### config.mk
export PLATFORM = sky130hd
export DESIGN_NAME = adcf_ctrl
export DESIGN_NICKNAME = d
export VERILOG_FILES = /design/src/adcf_pkg.sv /design/src/adcf_detect.sv /design/src/adcf_ctrl.sv
export VERILOG_INCLUDE_DIRS = /design/src
export SDC_FILE = /design/constraint.sdc
export NUM_CORES = 2
export LEC_CHECK = 0
export BUFFER_PORTS_ARGS = -buffer_cell sky130_fd_sc_hd__buf_2
export CAP_MARGIN = 20
export CORE_UTILIZATION = 50
export CTS_CLUSTER_SIZE = 12
export DETAILED_ROUTE_END_ITERATION = 8
export HOLD_SLACK_MARGIN = 0.15
export PLACE_DENSITY = 0.76
export SYNTH_ARGS = -nofsm -noshare
export SYNTH_HDL_FRONTEND = slang
export SYNTH_SLANG_ARGS = --single-unit
### constraint.sdc
create_clock -name clk -period 27.1 [get_ports clk]
set_input_delay 2.71 -clock clk [delete_from_list [all_inputs] [get_ports clk]]
set_output_delay 2.71 -clock clk [all_outputs]
set_load 0.02 [all_outputs]
### src/adcf_map.svh
/*
  Offsets, field positions, reset values and timing counts of the
  adaptive dc feed controller.
  Assumes inclusion by its bare name before the package and modules.
*/
`ifndef ADCF_MAP_SVH
`define ADCF_MAP_SVH

// Clock and converter rates
`define ADCF_CLK_HZ 10000000
`define ADCF_SLOW_HZ 800
`define ADCF_FAST_HZ 8000
`define ADCF_CAL_CYCLES 1024

// Current limit code to microamps
`define ADCF_LOOP_CURRENT_LIMIT_BASE_UA 18000
`define ADCF_LOOP_CURRENT_LIMIT_STEP_UA 875
`define ADCF_CUR_LSB_UA 400

// Register byte offsets; setting words sit at 4 * index
`define ADCF_OFS_CTRL 8'h00
`define ADCF_IDX_LOOP_CURRENT_LIMIT 4'h1
`define ADCF_IDX_VOC 4'h2
`define ADCF_IDX_VCM 4'h3
`define ADCF_IDX_VOV 4'h4
`define ADCF_IDX_LTH 4'h5
`define ADCF_IDX_HTH 4'h6
`define ADCF_IDX_BOOST 4'h7
`define ADCF_IDX_LC_OFF 4'h8
`define ADCF_IDX_LC_ON 4'h9
`define ADCF_IDX_LC_FILT 4'ha
`define ADCF_IDX_LC_DEB 4'hb
`define ADCF_IDX_GK_LO 4'hc
`define ADCF_IDX_GK_HI 4'hd
`define ADCF_IDX_GK_FILT 4'he
`define ADCF_IDX_GK_DEB 4'hf
`define ADCF_OFS_STATUS 8'h40
`define ADCF_OFS_TRACK 8'h44
`define ADCF_OFS_LOOP_V 8'h48
`define ADCF_OFS_LOOP_I 8'h4c
`define ADCF_OFS_RING_V 8'h50
`define ADCF_OFS_RING_I 8'h54

// Control word fields
`define ADCF_CTRL_FEED_MSB 2
`define ADCF_CTRL_DISC_BIT 3
`define ADCF_CTRL_CAL_BIT 4

// Reset values
`define ADCF_CFG_RST 16'h0000
`define ADCF_SAMPLE_RST 8'h00

// Feed state codes
`define ADCF_LF_OPEN 3'h0
`define ADCF_LF_FWD 3'h1
`define ADCF_LF_TIP_OPEN 3'h3
`define ADCF_LF_REV 3'h5
`define ADCF_LF_RING_OPEN 3'h7

`endif

### src/adcf_pkg.sv
/*
  Types of the adaptive dc feed controller.
  Assumes adcf_map.svh is available on the include path.
*/
package adcf_pkg;
  typedef struct packed {
    logic [7:0] vtip;
    logic [7:0] vring;
    logic [7:0] iloop;
    logic [7:0] iring;
    logic [7:0] ilong;
    logic [7:0] vbat;
  } adcf_slow_t;

  typedef struct packed {
    logic [7:0] vrng;
    logic [7:0] irng;
  } adcf_fast_t;

  typedef struct packed {
    logic [2:0] state;
    logic tip_drive_en;
    logic ring_drive_en;
    logic imp_high;
    logic const_current;
    logic [15:0] ocv;
    logic [15:0] limit_ua;
  } adcf_feed_t;

  typedef enum logic {ADCF_PRE, ADCF_POST} adcf_region_t;
  typedef enum logic {ADCF_CAL_IDLE, ADCF_CAL_RUN} adcf_cal_t;
endpackage : adcf_pkg

### src/adcf_detect.sv
/*
  Threshold detector: low-pass filter, hysteresis and debounce.
  Assumes sample_en pulses once per new converter sample.
*/
`timescale 1ns/1ps
module adcf_detect #(
  parameter int W = 16
) (
  input wire logic clk,
  input wire logic nrst,
  input wire logic sample_en,
  input wire logic [W-1:0] value,
  input wire logic [W-1:0] low_thr,
  input wire logic [W-1:0] high_thr,
  input wire logic [3:0] filt_shift,
  input wire logic [15:0] debounce,
  output logic flag
);
  logic [W-1:0] filt_reg;
  logic [15:0] cnt_reg;
  logic flag_reg;
  wire signed [W:0] diff = $signed({1'b0, value}) - $signed({1'b0, filt_reg});
  wire signed [W:0] step = diff >>> filt_shift;
  wire [W-1:0] filt_next = filt_reg + step[W-1:0];
  // Hysteresis: rise at high, fall at low
  wire want = flag_reg ? (filt_next > low_thr) : (filt_next >= high_thr);
  wire differ = want != flag_reg;
  wire flip = differ && (cnt_reg >= debounce);

  assign flag = flag_reg;

  always_ff @(posedge clk or negedge nrst)
  begin
    if (!nrst)
    begin
      filt_reg <= '0;
      cnt_reg <= 16'h0000;
      flag_reg <= 1'b0;
    end
    else if (sample_en)
    begin
      filt_reg <= filt_next;
      cnt_reg <= (differ && !flip) ? cnt_reg + 16'h0001 : 16'h0000;
      if (flip)
        flag_reg <= want;
    end
  end
endmodule : adcf_detect

### src/adcf_ctrl.sv
/*
  Adaptive dc feed controller: settings registers on Avalon-MM,
  battery tracking, adaptive impedance region, ground start,
  loop closure and ground key detection, calibration, sampling.
  Assumes converter sample buses are synchronous to clk.
*/
// The address map and the Avalon-MM register port were chosen for this implementation.
//
// Behaviour
// - 5-bit current limit maps 18 mA plus 0.875 mA per code.
// - Integrated driver 640 ohm pre transition, 320 after; discrete 320.
// - Low threshold reached: go 320 ohm and add boost to voltage.
// - Hold low impedance until current limit, then constant current.
// - High threshold reached: back to prior impedance, remove boost.
// - Zero boost removes only the boost; impedance change stays.
// - Track equals setting, or battery less overhead and common mode.
// - Thresholds are signed offsets from the tracked voltage.
// - State 011 floats tip, 111 floats ring; other lead driven.
// - Ground start active lead uses the same adaptive behaviour; code always adapts on the ring lead, which is active only in 011.
// - Ground key detect with filter, thresholds, debounce; set flag.
// - Ground key moves tip-float to forward, ring-float to reverse.
// - Loop closure detect with filter, thresholds, debounce; set flag.
// - Calibration bit starts calibration and clears itself when done.
// - Reset leaves feed open, ready for calibration.
// - Samples update at 800 Hz; ringing samples at 8 kHz.
// - Report loop voltage and current; ring lead values in ground start.
// - Open is 000, forward 001, reverse 101; open by default.
`timescale 1ns/1ps
`include "adcf_map.svh"
module adcf_ctrl #(
  parameter int SLOW_DIV = `ADCF_CLK_HZ / `ADCF_SLOW_HZ,
  parameter int FAST_DIV = `ADCF_CLK_HZ / `ADCF_FAST_HZ,
  parameter int CAL_CYCLES = `ADCF_CAL_CYCLES,
  parameter int CUR_LSB_UA = `ADCF_CUR_LSB_UA
) (
  input wire logic clk,
  input wire logic nrst,
  input wire logic [7:0] avs_address,
  input wire logic avs_read,
  input wire logic avs_write,
  input wire logic [31:0] avs_writedata,
  input wire logic [3:0] avs_byteenable,
  output logic [31:0] avs_readdata,
  output logic avs_waitrequest,
  input wire adcf_pkg::adcf_slow_t slow_in,
  input wire adcf_pkg::adcf_fast_t fast_in,
  output adcf_pkg::adcf_feed_t feed_out,
  output logic cal_active
);
  import adcf_pkg::*;

  function automatic logic [15:0] wmerge(input logic [15:0] old,
                                         input logic [31:0] wd,
                                         input logic [3:0] be);
    wmerge = {be[1] ? wd[15:8] : old[15:8], be[0] ? wd[7:0] : old[7:0]};
  endfunction : wmerge

  function automatic logic [15:0] scale8(input logic [7:0] s);
    scale8 = {s, 8'h00};
  endfunction : scale8

  // Current limit code in microamps
  function automatic logic [15:0] loop_current_limit_ua(input logic [4:0] code);
    loop_current_limit_ua = 16'(`ADCF_LOOP_CURRENT_LIMIT_BASE_UA + `ADCF_LOOP_CURRENT_LIMIT_STEP_UA * code);
  endfunction : loop_current_limit_ua

  logic [15:0] cfg_reg [1:15];
  logic [2:0] feed_reg;
  logic disc_reg;
  adcf_cal_t cal_reg;
  logic [15:0] cal_cnt_reg;
  adcf_region_t region_reg;
  logic cc_reg;
  logic [15:0] track_reg;
  logic [15:0] loop_v_reg;
  logic [15:0] loop_i_reg;
  logic [7:0] vrng_reg;
  logic [7:0] irng_reg;
  adcf_slow_t slow_reg;
  logic [15:0] slow_cnt_reg;
  logic [15:0] fast_cnt_reg;
  logic slow_en_reg;
  logic fast_en_reg;
  logic eval_en_reg;
  logic gk_prev_reg;
  logic [31:0] rdata_reg;
  logic wait_reg;
  adcf_feed_t feed_out_reg;

  // Bus decode
  wire wr_fire = avs_write && !wait_reg;
  wire [3:0] idx = avs_address[5:2];
  wire cfg_hit = (avs_address[7:6] == 2'b00) && (idx != 4'h0);
  wire ctrl_hit = avs_address == `ADCF_OFS_CTRL;
  wire ctrl_wr = wr_fire && ctrl_hit && avs_byteenable[0];

  // Dividers
  wire slow_wrap = slow_cnt_reg == 16'(SLOW_DIV - 1);
  wire fast_wrap = fast_cnt_reg == 16'(FAST_DIV - 1);

  // Ground start and reported values
  wire gs_tip = feed_reg == `ADCF_LF_TIP_OPEN;
  wire gs_ring = feed_reg == `ADCF_LF_RING_OPEN;
  wire gs = gs_tip || gs_ring;
  wire feed_open = feed_reg == `ADCF_LF_OPEN;
  wire [7:0] vdiff = (slow_reg.vtip >= slow_reg.vring) ?
                     slow_reg.vtip - slow_reg.vring :
                     slow_reg.vring - slow_reg.vtip;
  wire [7:0] vrep8 = gs ? slow_reg.vring : vdiff;
  wire [7:0] irep8 = gs ? slow_reg.iring : slow_reg.iloop;

  // Battery tracking
  wire [15:0] open_circuit_voltage_setting = cfg_reg[`ADCF_IDX_VOC];
  wire [16:0] ovh = {1'b0, cfg_reg[`ADCF_IDX_VOV]} +
                    {1'b0, cfg_reg[`ADCF_IDX_VCM]};
  wire [17:0] need = {2'b00, open_circuit_voltage_setting} + {1'b0, ovh};
  wire [16:0] vb17 = {1'b0, scale8(slow_reg.vbat)};
  wire [15:0] vb_less = (vb17 > ovh) ? 16'(vb17 - ovh) : 16'h0000;
  wire [15:0] track_next = ({1'b0, vb17} >= need) ? open_circuit_voltage_setting : vb_less;

  // Thresholds relative to tracked voltage
  wire signed [17:0] track_s = $signed({2'b00, track_next});
  wire signed [17:0] lth_s = 18'($signed(cfg_reg[`ADCF_IDX_LTH]));
  wire signed [17:0] hth_s = 18'($signed(cfg_reg[`ADCF_IDX_HTH]));
  wire signed [17:0] low_thr = track_s + lth_s;
  wire signed [17:0] high_thr = track_s + hth_s;
  wire signed [17:0] vloop_s = $signed({2'b00, scale8(vrep8)});
  wire go_post = vloop_s <= low_thr;
  wire go_pre = vloop_s >= high_thr;

  // Current limit
  wire [15:0] limit_ua = loop_current_limit_ua(cfg_reg[`ADCF_IDX_LOOP_CURRENT_LIMIT][4:0]);
  wire [16:0] iloop_ua = 17'(irep8 * CUR_LSB_UA);
  wire at_limit = iloop_ua >= {1'b0, limit_ua};

  // Boosted open-circuit voltage
  wire [16:0] boosted = {1'b0, track_reg} +
                        {1'b0, cfg_reg[`ADCF_IDX_BOOST]};
  wire [15:0] boost_sat = boosted[16] ? 16'hffff : boosted[15:0];
  // Zero boost leaves only the impedance step
  wire [15:0] ocv_now = (region_reg == ADCF_POST) ?
                        boost_sat : track_reg;

  // Detectors
  wire lc_flag;
  wire gk_flag;
  wire gk_rise = gk_flag && !gk_prev_reg;

  adcf_detect #(.W(16)) u_closure (
    .clk(clk),
    .nrst(nrst),
    .sample_en(eval_en_reg),
    .value(scale8(irep8)),
    .low_thr(cfg_reg[`ADCF_IDX_LC_ON]),
    .high_thr(cfg_reg[`ADCF_IDX_LC_OFF]),
    .filt_shift(cfg_reg[`ADCF_IDX_LC_FILT][3:0]),
    .debounce(cfg_reg[`ADCF_IDX_LC_DEB]),
    .flag(lc_flag)
  );

  adcf_detect #(.W(16)) u_ground_key (
    .clk(clk),
    .nrst(nrst),
    .sample_en(eval_en_reg),
    .value(scale8(slow_reg.ilong)),
    .low_thr(cfg_reg[`ADCF_IDX_GK_LO]),
    .high_thr(cfg_reg[`ADCF_IDX_GK_HI]),
    .filt_shift(cfg_reg[`ADCF_IDX_GK_FILT][3:0]),
    .debounce(cfg_reg[`ADCF_IDX_GK_DEB]),
    .flag(gk_flag)
  );

  // Feed state: hardware change wins over a write in the same cycle
  wire [2:0] gk_state = gs_tip ? `ADCF_LF_FWD : `ADCF_LF_REV;
  wire gk_move = gk_rise && gs;
  wire [2:0] feed_next = gk_move ? gk_state :
                         ctrl_wr ? avs_writedata[`ADCF_CTRL_FEED_MSB:0] :
                         feed_reg;

  // Calibration
  wire cal_start = ctrl_wr && avs_writedata[`ADCF_CTRL_CAL_BIT];
  wire cal_done = cal_cnt_reg == 16'(CAL_CYCLES - 1);

  // Outputs toward the linefeed driver
  adcf_feed_t feed_comb;
  assign feed_comb.state = feed_reg;
  assign feed_comb.tip_drive_en = !feed_open && !gs_tip;
  assign feed_comb.ring_drive_en = !feed_open && !gs_ring;
  assign feed_comb.imp_high = !disc_reg &&
                              (region_reg == ADCF_PRE);
  assign feed_comb.const_current = cc_reg;
  assign feed_comb.ocv = feed_open ? 16'h0000 : ocv_now;
  assign feed_comb.limit_ua = limit_ua;

  // Read mux
  wire [31:0] status_word = {27'h0, cal_reg == ADCF_CAL_RUN, cc_reg,
                             region_reg == ADCF_POST, gk_flag, lc_flag};
  wire [31:0] ctrl_word = {27'h0, cal_reg == ADCF_CAL_RUN, disc_reg,
                           feed_reg};
  wire [31:0] rd_mux =
    ctrl_hit ? ctrl_word :
    cfg_hit ? {16'h0000, cfg_reg[idx]} :
    (avs_address == `ADCF_OFS_STATUS) ? status_word :
    (avs_address == `ADCF_OFS_TRACK) ? {16'h0000, track_reg} :
    (avs_address == `ADCF_OFS_LOOP_V) ? {16'h0000, loop_v_reg} :
    (avs_address == `ADCF_OFS_LOOP_I) ? {16'h0000, loop_i_reg} :
    (avs_address == `ADCF_OFS_RING_V) ? {24'h0, vrng_reg} :
    (avs_address == `ADCF_OFS_RING_I) ? {24'h0, irng_reg} :
    32'h0000_0000;

  assign avs_readdata = rdata_reg;
  assign avs_waitrequest = wait_reg;
  assign feed_out = feed_out_reg;
  // Busy flag straight from the calibration state
  assign cal_active = cal_reg == ADCF_CAL_RUN;

  // Bus slave: one wait cycle, then answer
  always_ff @(posedge clk or negedge nrst)
  begin
    if (!nrst)
    begin
      wait_reg <= 1'b1;
      rdata_reg <= 32'h0000_0000;
    end
    else
    begin
      wait_reg <= !((avs_read || avs_write) && wait_reg);
      if (avs_read && wait_reg)
        rdata_reg <= rd_mux;
    end
  end

  // Settings words
  always_ff @(posedge clk or negedge nrst)
  begin
    if (!nrst)
    begin
      for (int i = 1; i < 16; i++)
        cfg_reg[i] <= `ADCF_CFG_RST;
    end
    else if (wr_fire && cfg_hit)
      cfg_reg[idx] <= wmerge(cfg_reg[idx], avs_writedata, avs_byteenable);
  end

  // Control and ground key action
  always_ff @(posedge clk or negedge nrst)
  begin
    if (!nrst)
    begin
      feed_reg <= `ADCF_LF_OPEN;
      disc_reg <= 1'b0;
      gk_prev_reg <= 1'b0;
    end
    else
    begin
      feed_reg <= feed_next;
      gk_prev_reg <= gk_flag;
      if (ctrl_wr)
        disc_reg <= avs_writedata[`ADCF_CTRL_DISC_BIT];
    end
  end

  // Calibration sequence
  always_ff @(posedge clk or negedge nrst)
  begin
    if (!nrst)
    begin
      cal_reg <= ADCF_CAL_IDLE;
      cal_cnt_reg <= 16'h0000;
    end
    else
    begin
      unique case (cal_reg)
        ADCF_CAL_IDLE:
        begin
          cal_cnt_reg <= 16'h0000;
          if (cal_start)
            cal_reg <= ADCF_CAL_RUN;
        end
        ADCF_CAL_RUN:
        begin
          cal_cnt_reg <= cal_cnt_reg + 16'h0001;
          if (cal_done)
            cal_reg <= ADCF_CAL_IDLE;
        end
      endcase
    end
  end

  // Sample rate dividers
  always_ff @(posedge clk or negedge nrst)
  begin
    if (!nrst)
    begin
      slow_cnt_reg <= 16'h0000;
      fast_cnt_reg <= 16'h0000;
      slow_en_reg <= 1'b0;
      fast_en_reg <= 1'b0;
      eval_en_reg <= 1'b0;
    end
    else
    begin
      slow_cnt_reg <= slow_wrap ? 16'h0000 : slow_cnt_reg + 16'h0001;
      fast_cnt_reg <= fast_wrap ? 16'h0000 : fast_cnt_reg + 16'h0001;
      slow_en_reg <= slow_wrap;
      fast_en_reg <= fast_wrap;
      eval_en_reg <= slow_en_reg;
    end
  end

  // Sample capture
  always_ff @(posedge clk or negedge nrst)
  begin
    if (!nrst)
    begin
      slow_reg <= '0;
      vrng_reg <= `ADCF_SAMPLE_RST;
      irng_reg <= `ADCF_SAMPLE_RST;
    end
    else
    begin
      if (slow_en_reg)
        slow_reg <= slow_in;
      if (fast_en_reg)
      begin
        vrng_reg <= fast_in.vrng;
        irng_reg <= fast_in.irng;
      end
    end
  end

  // Adaptive region, evaluated once per sample
  always_ff @(posedge clk or negedge nrst)
  begin
    if (!nrst)
    begin
      region_reg <= ADCF_PRE;
      cc_reg <= 1'b0;
      track_reg <= 16'h0000;
      loop_v_reg <= 16'h0000;
      loop_i_reg <= 16'h0000;
    end
    else if (eval_en_reg)
    begin
      track_reg <= track_next;
      loop_v_reg <= scale8(vrep8);
      loop_i_reg <= scale8(irep8);
      if (feed_open)
        region_reg <= ADCF_PRE;
      else if (region_reg == ADCF_PRE && go_post)
        region_reg <= ADCF_POST;
      else if (region_reg == ADCF_POST && go_pre)
        region_reg <= ADCF_PRE;
      cc_reg <= !feed_open && region_reg == ADCF_POST &&
                !go_pre && at_limit;
    end
  end

  always_ff @(posedge clk or negedge nrst)
  begin
    if (!nrst)
      feed_out_reg <= '0;
    else
      feed_out_reg <= feed_comb;
  end
endmodule : adcf_ctrl

; Yosys cells after proc, flatten, opt, wreduce, memory -nomap -nowiden
; Index checks and enable logic that the tools add are counted.
[word_totals]
out_inout_bits = 73
reg_bits = 533
in_bits = 112
word_cells = 189
[op_classes]
mul = 2
n_shift = 2
n_eq_ne = 13
mux = 40
n_lt_le_gt_ge = 14
add_sub_neg = 18
n_reduce_logical = 44
bitwise = 3
[ops]
columns = operator, count
row1 = $mux W16, 18
row2 = $bwmux W240, 1
row3 = $add A16 B1 Y16 const B, 5
row4 = $bmux W16 S4, 1
row5 = $demux W16 S4, 1
row6 = $ge A16 B16 Y1, 4
row7 = $mux W8, 7
row8 = $eq A8 B7 Y1 const B, 6
row9 = $add A17 B16 Y18, 2
row10 = $add A16 B16 Y17, 2
row11 = $sshr A17 B4 Y16, 2
row12 = $sub A16 B16 Y17, 2
row13 = $add A16 B16 Y16, 2
row14 = $gt A16 B16 Y1, 2
row15 = $pmux W16 S2, 1
row16 = $logic_and A1 B1 Y1, 23
row17 = $add A16 B17 Y18, 1
row18 = $ge A16 B18 Y1, 1
row19 = $ge A17 B18 Y1, 1
row20 = $le A17 B18 Y1, 1
row21 = $ge A17 B16 Y1, 1
row22 = $gt A16 B17 Y1, 1
row23 = $add A15 B15 Y16 const A, 1
row24 = $eq A16 B10 Y1 const B, 1
row25 = other kinds (26), 49

; Logic depth before layout (Yosys ltp)
[logic_depth]
ltp_word = 13
mapped_depth = 49
ltp_nobuf = 47

; Cells and area by module
; Synthesis repeated with hierarchy kept, for this count alone.
[hier_totals]
cells_unflattened = 3750
hier_area_um2 = 37687.4
[modules_own_cells]
columns = mod, area_each_um2, instances, seq_area_each_um2, cells_per_inst
row1 = adcf_ctrl, 27755.4, 1, 11287.1, 2464
row2 = adcf_detect, 4966.0, 2, 825.8, 643

; Least setup slack after synthesis
; No wires, ideal clock.
[synth_path]
kind = register to register
startpoint = reg cfg_reg[176] in the netlist's numbering
endpoint = reg region_reg
stages_incl_launch_ff = 45
n_path_buf = 2
arrival_time_ns = 8.678
slack_ns = 18.306
setup_ns = 0.116
required_time_ns = 26.984
period_less_slack_ns = 8.794
cell_sequence = dfrtp_1 > ha_1 > fa_1 > a211oi_1 > nor2_1 > xor2_1 > ha_1 > o21a_1 > o31a_1 > o221ai_1 > o2111a_1 > inv_1 > a21oi_1 > xor2_1 > ha_1 > and4b_1 > nand3_1 > nor4_1 > (+9 left out) > a21o_1 > a21o_1 > a2111oi_0 > o2111ai_1 > a21o_1 > a21oi_1 > xor2_1 > ha_1 > nand2_1 > nor4_1 > o311ai_0 > a211oi_1 > o21ai_0 > nor4_1 > o21ai_0 > o21ai_0 > nor2_1 > o311ai_0
[synth_via]
elab_chain_len = 9
word_cells_on_any_way = 17
cone_classes = 5 x add/sub / 4 x order compare / 4 x mux / 4 x reduce/logical
[synth_rtl]
columns = item, line_no
row1 = from (decl), adcf_ctrl.sv:67  ; logic [15:0] cfg_reg [1:15];
row2 = "from (signal, indexed assignment)", adcf_ctrl.sv:239  ; cfg_reg[i] <= `ADCF_CFG_RST;
row3 = "from (signal, indexed assignment)", adcf_ctrl.sv:242  ; cfg_reg[idx] <= wmerge(cfg_reg[idx], avs_writedata, avs_byteenable);
row4 = $add A16 B16 Y17 *, adcf_ctrl.sv:114  ; wire [16:0] ovh = {1'b0, cfg_reg[`ADCF_IDX_VOV]} +
row5 = $add A16 B17 Y18 (tied with other cells), adcf_ctrl.sv:116  ; wire [17:0] need = {2'b00, open_circuit_voltage_setting} + {1'b0, ovh};
row6 = $ge A16 B18 Y1 / $mux W16 (equally long branches), "adcf_ctrl.sv:119, adcf_ctrl.sv:118"
row7 = $mux W16 *, adcf_ctrl.sv:119  ; wire [15:0] track_next = ({1'b0, vb17} >= need) ? open_circuit_voltage_setting : vb_less;
row8 = via track_next[0], adcf_ctrl.sv:119
row9 = $add A17 B16 Y18 (on tied branches), "adcf_ctrl.sv:125, adcf_ctrl.sv:126"
row10 = $le A17 B18 Y1 / $ge A17 B18 Y1 (equally long branches), "adcf_ctrl.sv:128, adcf_ctrl.sv:129"
row11 = $logic_and A1 B1 Y1 (on tied branches), "adcf_ctrl.sv:350, adcf_ctrl.sv:352"
row12 = $reduce_bool A3 Y1 (no source line) / $mux W1 (equally long branches), --
row13 = $reduce_and A2 Y1 (no source line) / $mux W1 (equally long branches), --
row14 = to (signal assigned), adcf_ctrl.sv:349  ; region_reg <= ADCF_PRE;
row15 = to (signal assigned), adcf_ctrl.sv:351  ; region_reg <= ADCF_POST;
row16 = to (signal assigned), adcf_ctrl.sv:353  ; region_reg <= ADCF_PRE;
row17 = to (decl), adcf_ctrl.sv:72  ; adcf_region_t region_reg;
; Mark *: on every way through the listed nets, which the timed path passes. The rest lies on a longest branch.
; A chain may end at the register's enable or synchronous reset.

; Worst setup path after layout
; Same ends and word-level chain as after synthesis.

==> impl_metrics.py <==
metrics = {
    "status": {
        "status": "complete, no violations",
    },
    "global_routing": {
        "grt_overflow": 0,
        "grt_pass1_wl_um": 152900,
        "grt_max_degree": 118,
        "grt_pass1_vias": 27460,
        "antenna_found_initial": 7,
        "grt_usage": 0.2641,
    },
    "layout": {
        "largest_reg_flops": 224,
        "drive_gt1_frac": 0.1817,
        "syn_to_final_growth_pct": 10.04,
        "multi_input_area_um2": 21350,
        "seqCellArea_um2": 12940,
        "nets": 4202,
        "fillers": 5954,
    },
    "floorplanning": {
        "start_util": 0.5088,
        "die_h_um": 269.9,
        "ios": 185,
        "coreArea_um2": 70510,
        "fp.dieArea_um2": 72830,
        "core.rowCount": 97,
        "die_w_um": 269.9,
    },
    "timing": {
        "slew_headroom": 0.2621,
        "drv_slew": 0,
        "rsz0062_at_grt": "no",
        "worstMarginPinSlew_ps": 1106,
        "tns_ps": 0,
        "setup_viol": 0,
        "post-route-period-util": 0.3996,
        "holdWs_ps": 469.8,
        "hold_viol_final": 0,
        "min_period_ps": 10830,
        "skew_ps": 53.60,
        "timing.fmax_mhz": 92.35,
    },
    "logic_synthesis": {
        "syn_avg_cell_area_um2": 9.946,
        "synth_seq_cells": 517,
        "ys_types": 78,
        "syn_inst": 3607,
        "syn-cell-area_um2": 35880,
        "ys_warn_count": 0,
        "synthFlopType": "dfrtp_1",
        "synth_edf_count": 0,
        "ys_async_sr_fraction": 1.000,
        "synth_seq_area_share": 0.3607,
    },
    "flow_run": {
        "maxCapViolations": 0,
    },
    "worst_setup_path": {
        "cp-end-kind": "flop",
        "slowest_delay_ps": 830,
        "start_kind": "flop",
        "worst_ep_required_time_ps": 27640,
        "crit_slowest_cell": "a2111oi_0",
        "path_buf_inv": 0,
        "setup.worst_path.class": "flop to flop",
        "arrival_ps": 11370,
        "cp_max_fo": 4,
        "critical_path.top_delay_family": "compound AO/OA/AOI/OAI gates",
    },
    "cts": {
        "root_buffer": "clkbuf_16",
        "post-cts-setup-buffers": 0,
        "cts_buffer_depth": 3,
        "cts_tree": "yes",
        "cts_buffers": 58,
        "clk-insertion-delay-late_ps": 670,
        "cts.sinks": 517,
        "holdBufCountCts": 0,
        "htree_num_levels": 2,
        "cts.repair.resized": 0,
        "path_clk_slew_ps": 60,
    },
    "pwr": {
        "swShare": 0.3399,
        "p_int_mw": 1.561,
        "ir_drop_mv": 0.06118,
        "pwr_density_cell_nw_per_um2": 59.92,
        "p_leak_nw": 19.71,
        "p_comb_frac": 0.293,
        "power_switching_mw": 0.8042,
        "p_seq_frac": 0.366,
        "pwr-share-clk": 0.341,
        "power.total_mw": 2.366,
    },
    "route": {
        "ant_nets": 0,
        "vias": 27870,
        "via_per_inst": 5.938,
        "wl_um": 96760,
        "drc": 0,
        "first_pass_iters": 6,
        "wire_per_inst_um": 20.61,
        "drtIter0Drc": 2410,
    },
    "placed_design": {
        "routabilityCongestion": 0.9578,
        "portBuffers": 150,
        "dpl.hpwl_um": 72110,
    },
    "hold_path": {
        "hp-class": "flop to flop",
    },
}
==> per-stage QoR <==
step	instances	cell area [um2]	setup WS, ps	utilization
2_1_floorplan	3622	35930	18310	-
3_3_place_gp	4586	37470	16490	0.5314
3_5_place_dp	4586	37470	16470	0.5314
4_1_cts	4690	39410	16410	0.5589
5_1_grt	4694	39480	15450	0.5598
6_report	4694	39480	16270	0.5598
==> placed cells by master, fill, tap and decap left out, types with 32 or more instances in the layout <==
cell type	instances
inv_1	262
a21o_1	73
ha_1	358
mux2_2	303
nand3_1	59
nand2b_1	35
buf_2	147
o21a_1	33
nor2_1	236
xnor2_1	129
nand2_1	273
clkbuf_16	58
mux4_2	68
a21oi_1	187
xor2_1	81
buf_4	35
mux2i_1	41
o21ai_0	267
a22o_1	42
nor3_1	56
nor2b_1	32
dfrtp_1	514
==> routing by layer <==
layer | GRT usage | wire (um) | vias to the layer above
met4 | 0.1060 | 3747 | 2
met2 | 0.4337 | 45940 | 831
met1 | 0.3464 | 40370 | 13780
met3 | 0.04454 | 6702 | 166
li1 | - | - | 13090
met5 | 0 | 8 | -
==> worst register-to-register path: cells and delay by family, from the launching register on <==
kind            cells  cell delay [ps]
flops               1              420
compound gates     24             6090
simple gates       11             1550
fa+ha+maj           7             2290
xor+xnor            3              370
==> kinds of logic after synthesis <==
logic type / count (synthesis) / synth area share
mux: 412 / 0.1492
other cells: 1 / 0.0001045
fa+ha+maj: 381 / 0.1377
compound gates: 812 / 0.1434
xor+xnor: 210 / 0.05127
flops: 517 / 0.3607
buf+inv: 421 / 0.04625
simple gates: 853 / 0.1114
==> layout make-up <==
cell class / instances / share of cell area
Multi-Input combinational cell: 2684 / 0.5409
Antenna cell: 1 / 0.00006339
Inverter: 262 / 0.02491
Clock inverter: 20 / 0.006402
Clock buffer: 84 / 0.04279
Timing Repair Buffer: 186 / 0.02726
Tap cell: 940 / 0.02979
Sequential cell: 517 / 0.3279
==> power by group through the flow <==
stage                     sequential, mW  combinational, mW  clock, mW
after floorplan                    0.877              0.474          0
after global placement             0.876              0.660          0
after detailed placement           0.878              0.673          0
after CTS                          0.865              0.684      0.816
after global routing               0.871              0.765      0.844
final                              0.866              0.692      0.807
==> synthesized netlist by cell type, drive strengths merged, types with 23 or more instances <==
| master | count | share of area |
|---|---|---|
| a211oi | 27 | 0.0056 |
| nand2 | 273 | 0.029 |
| dfrtp | 516 | 0.36 |
| fa | 23 | 0.013 |
| nand3 | 59 | 0.0082 |
| a21o | 73 | 0.015 |
| o21ai | 267 | 0.037 |
| ha | 358 | 0.12 |
| and2 | 25 | 0.0044 |
| mux2i | 41 | 0.011 |
| nor3 | 57 | 0.0080 |
| a22o | 42 | 0.010 |
| xor2 | 81 | 0.020 |
| nor2b | 32 | 0.0056 |
| xnor2 | 129 | 0.031 |
| and3 | 31 | 0.0054 |
| inv | 262 | 0.027 |
| o21a | 33 | 0.0069 |
| a21oi | 187 | 0.026 |
| nand4 | 27 | 0.0047 |
| a31oi | 24 | 0.0042 |
| mux2 | 303 | 0.095 |
| mux4 | 68 | 0.043 |
| nor2 | 239 | 0.025 |
| clkbuf | 114 | 0.012 |
| nand2b | 35 | 0.0061 |
| buf | 45 | 0.0069 |
==> worst paths after layout <==
check                                       from                  endpoint  slack [ps]  cells past startpoint
worst max-delay path                cfg_reg[176]                region_reg       16270                     45
max in group asynchronous                   nrst              slow_reg[41]       21980                      5
worst max register to register      cfg_reg[176]                region_reg       16270                     45
worst min register to register  fast_cnt_reg[15]          fast_cnt_reg[15]         470                      1
min in group asynchronous                   nrst  u_ground_key.filt_reg[0]        2170                      1
worst min-delay path            fast_cnt_reg[15]          fast_cnt_reg[15]         470                      1
Note: power is estimated with default switching activity, not from simulation.
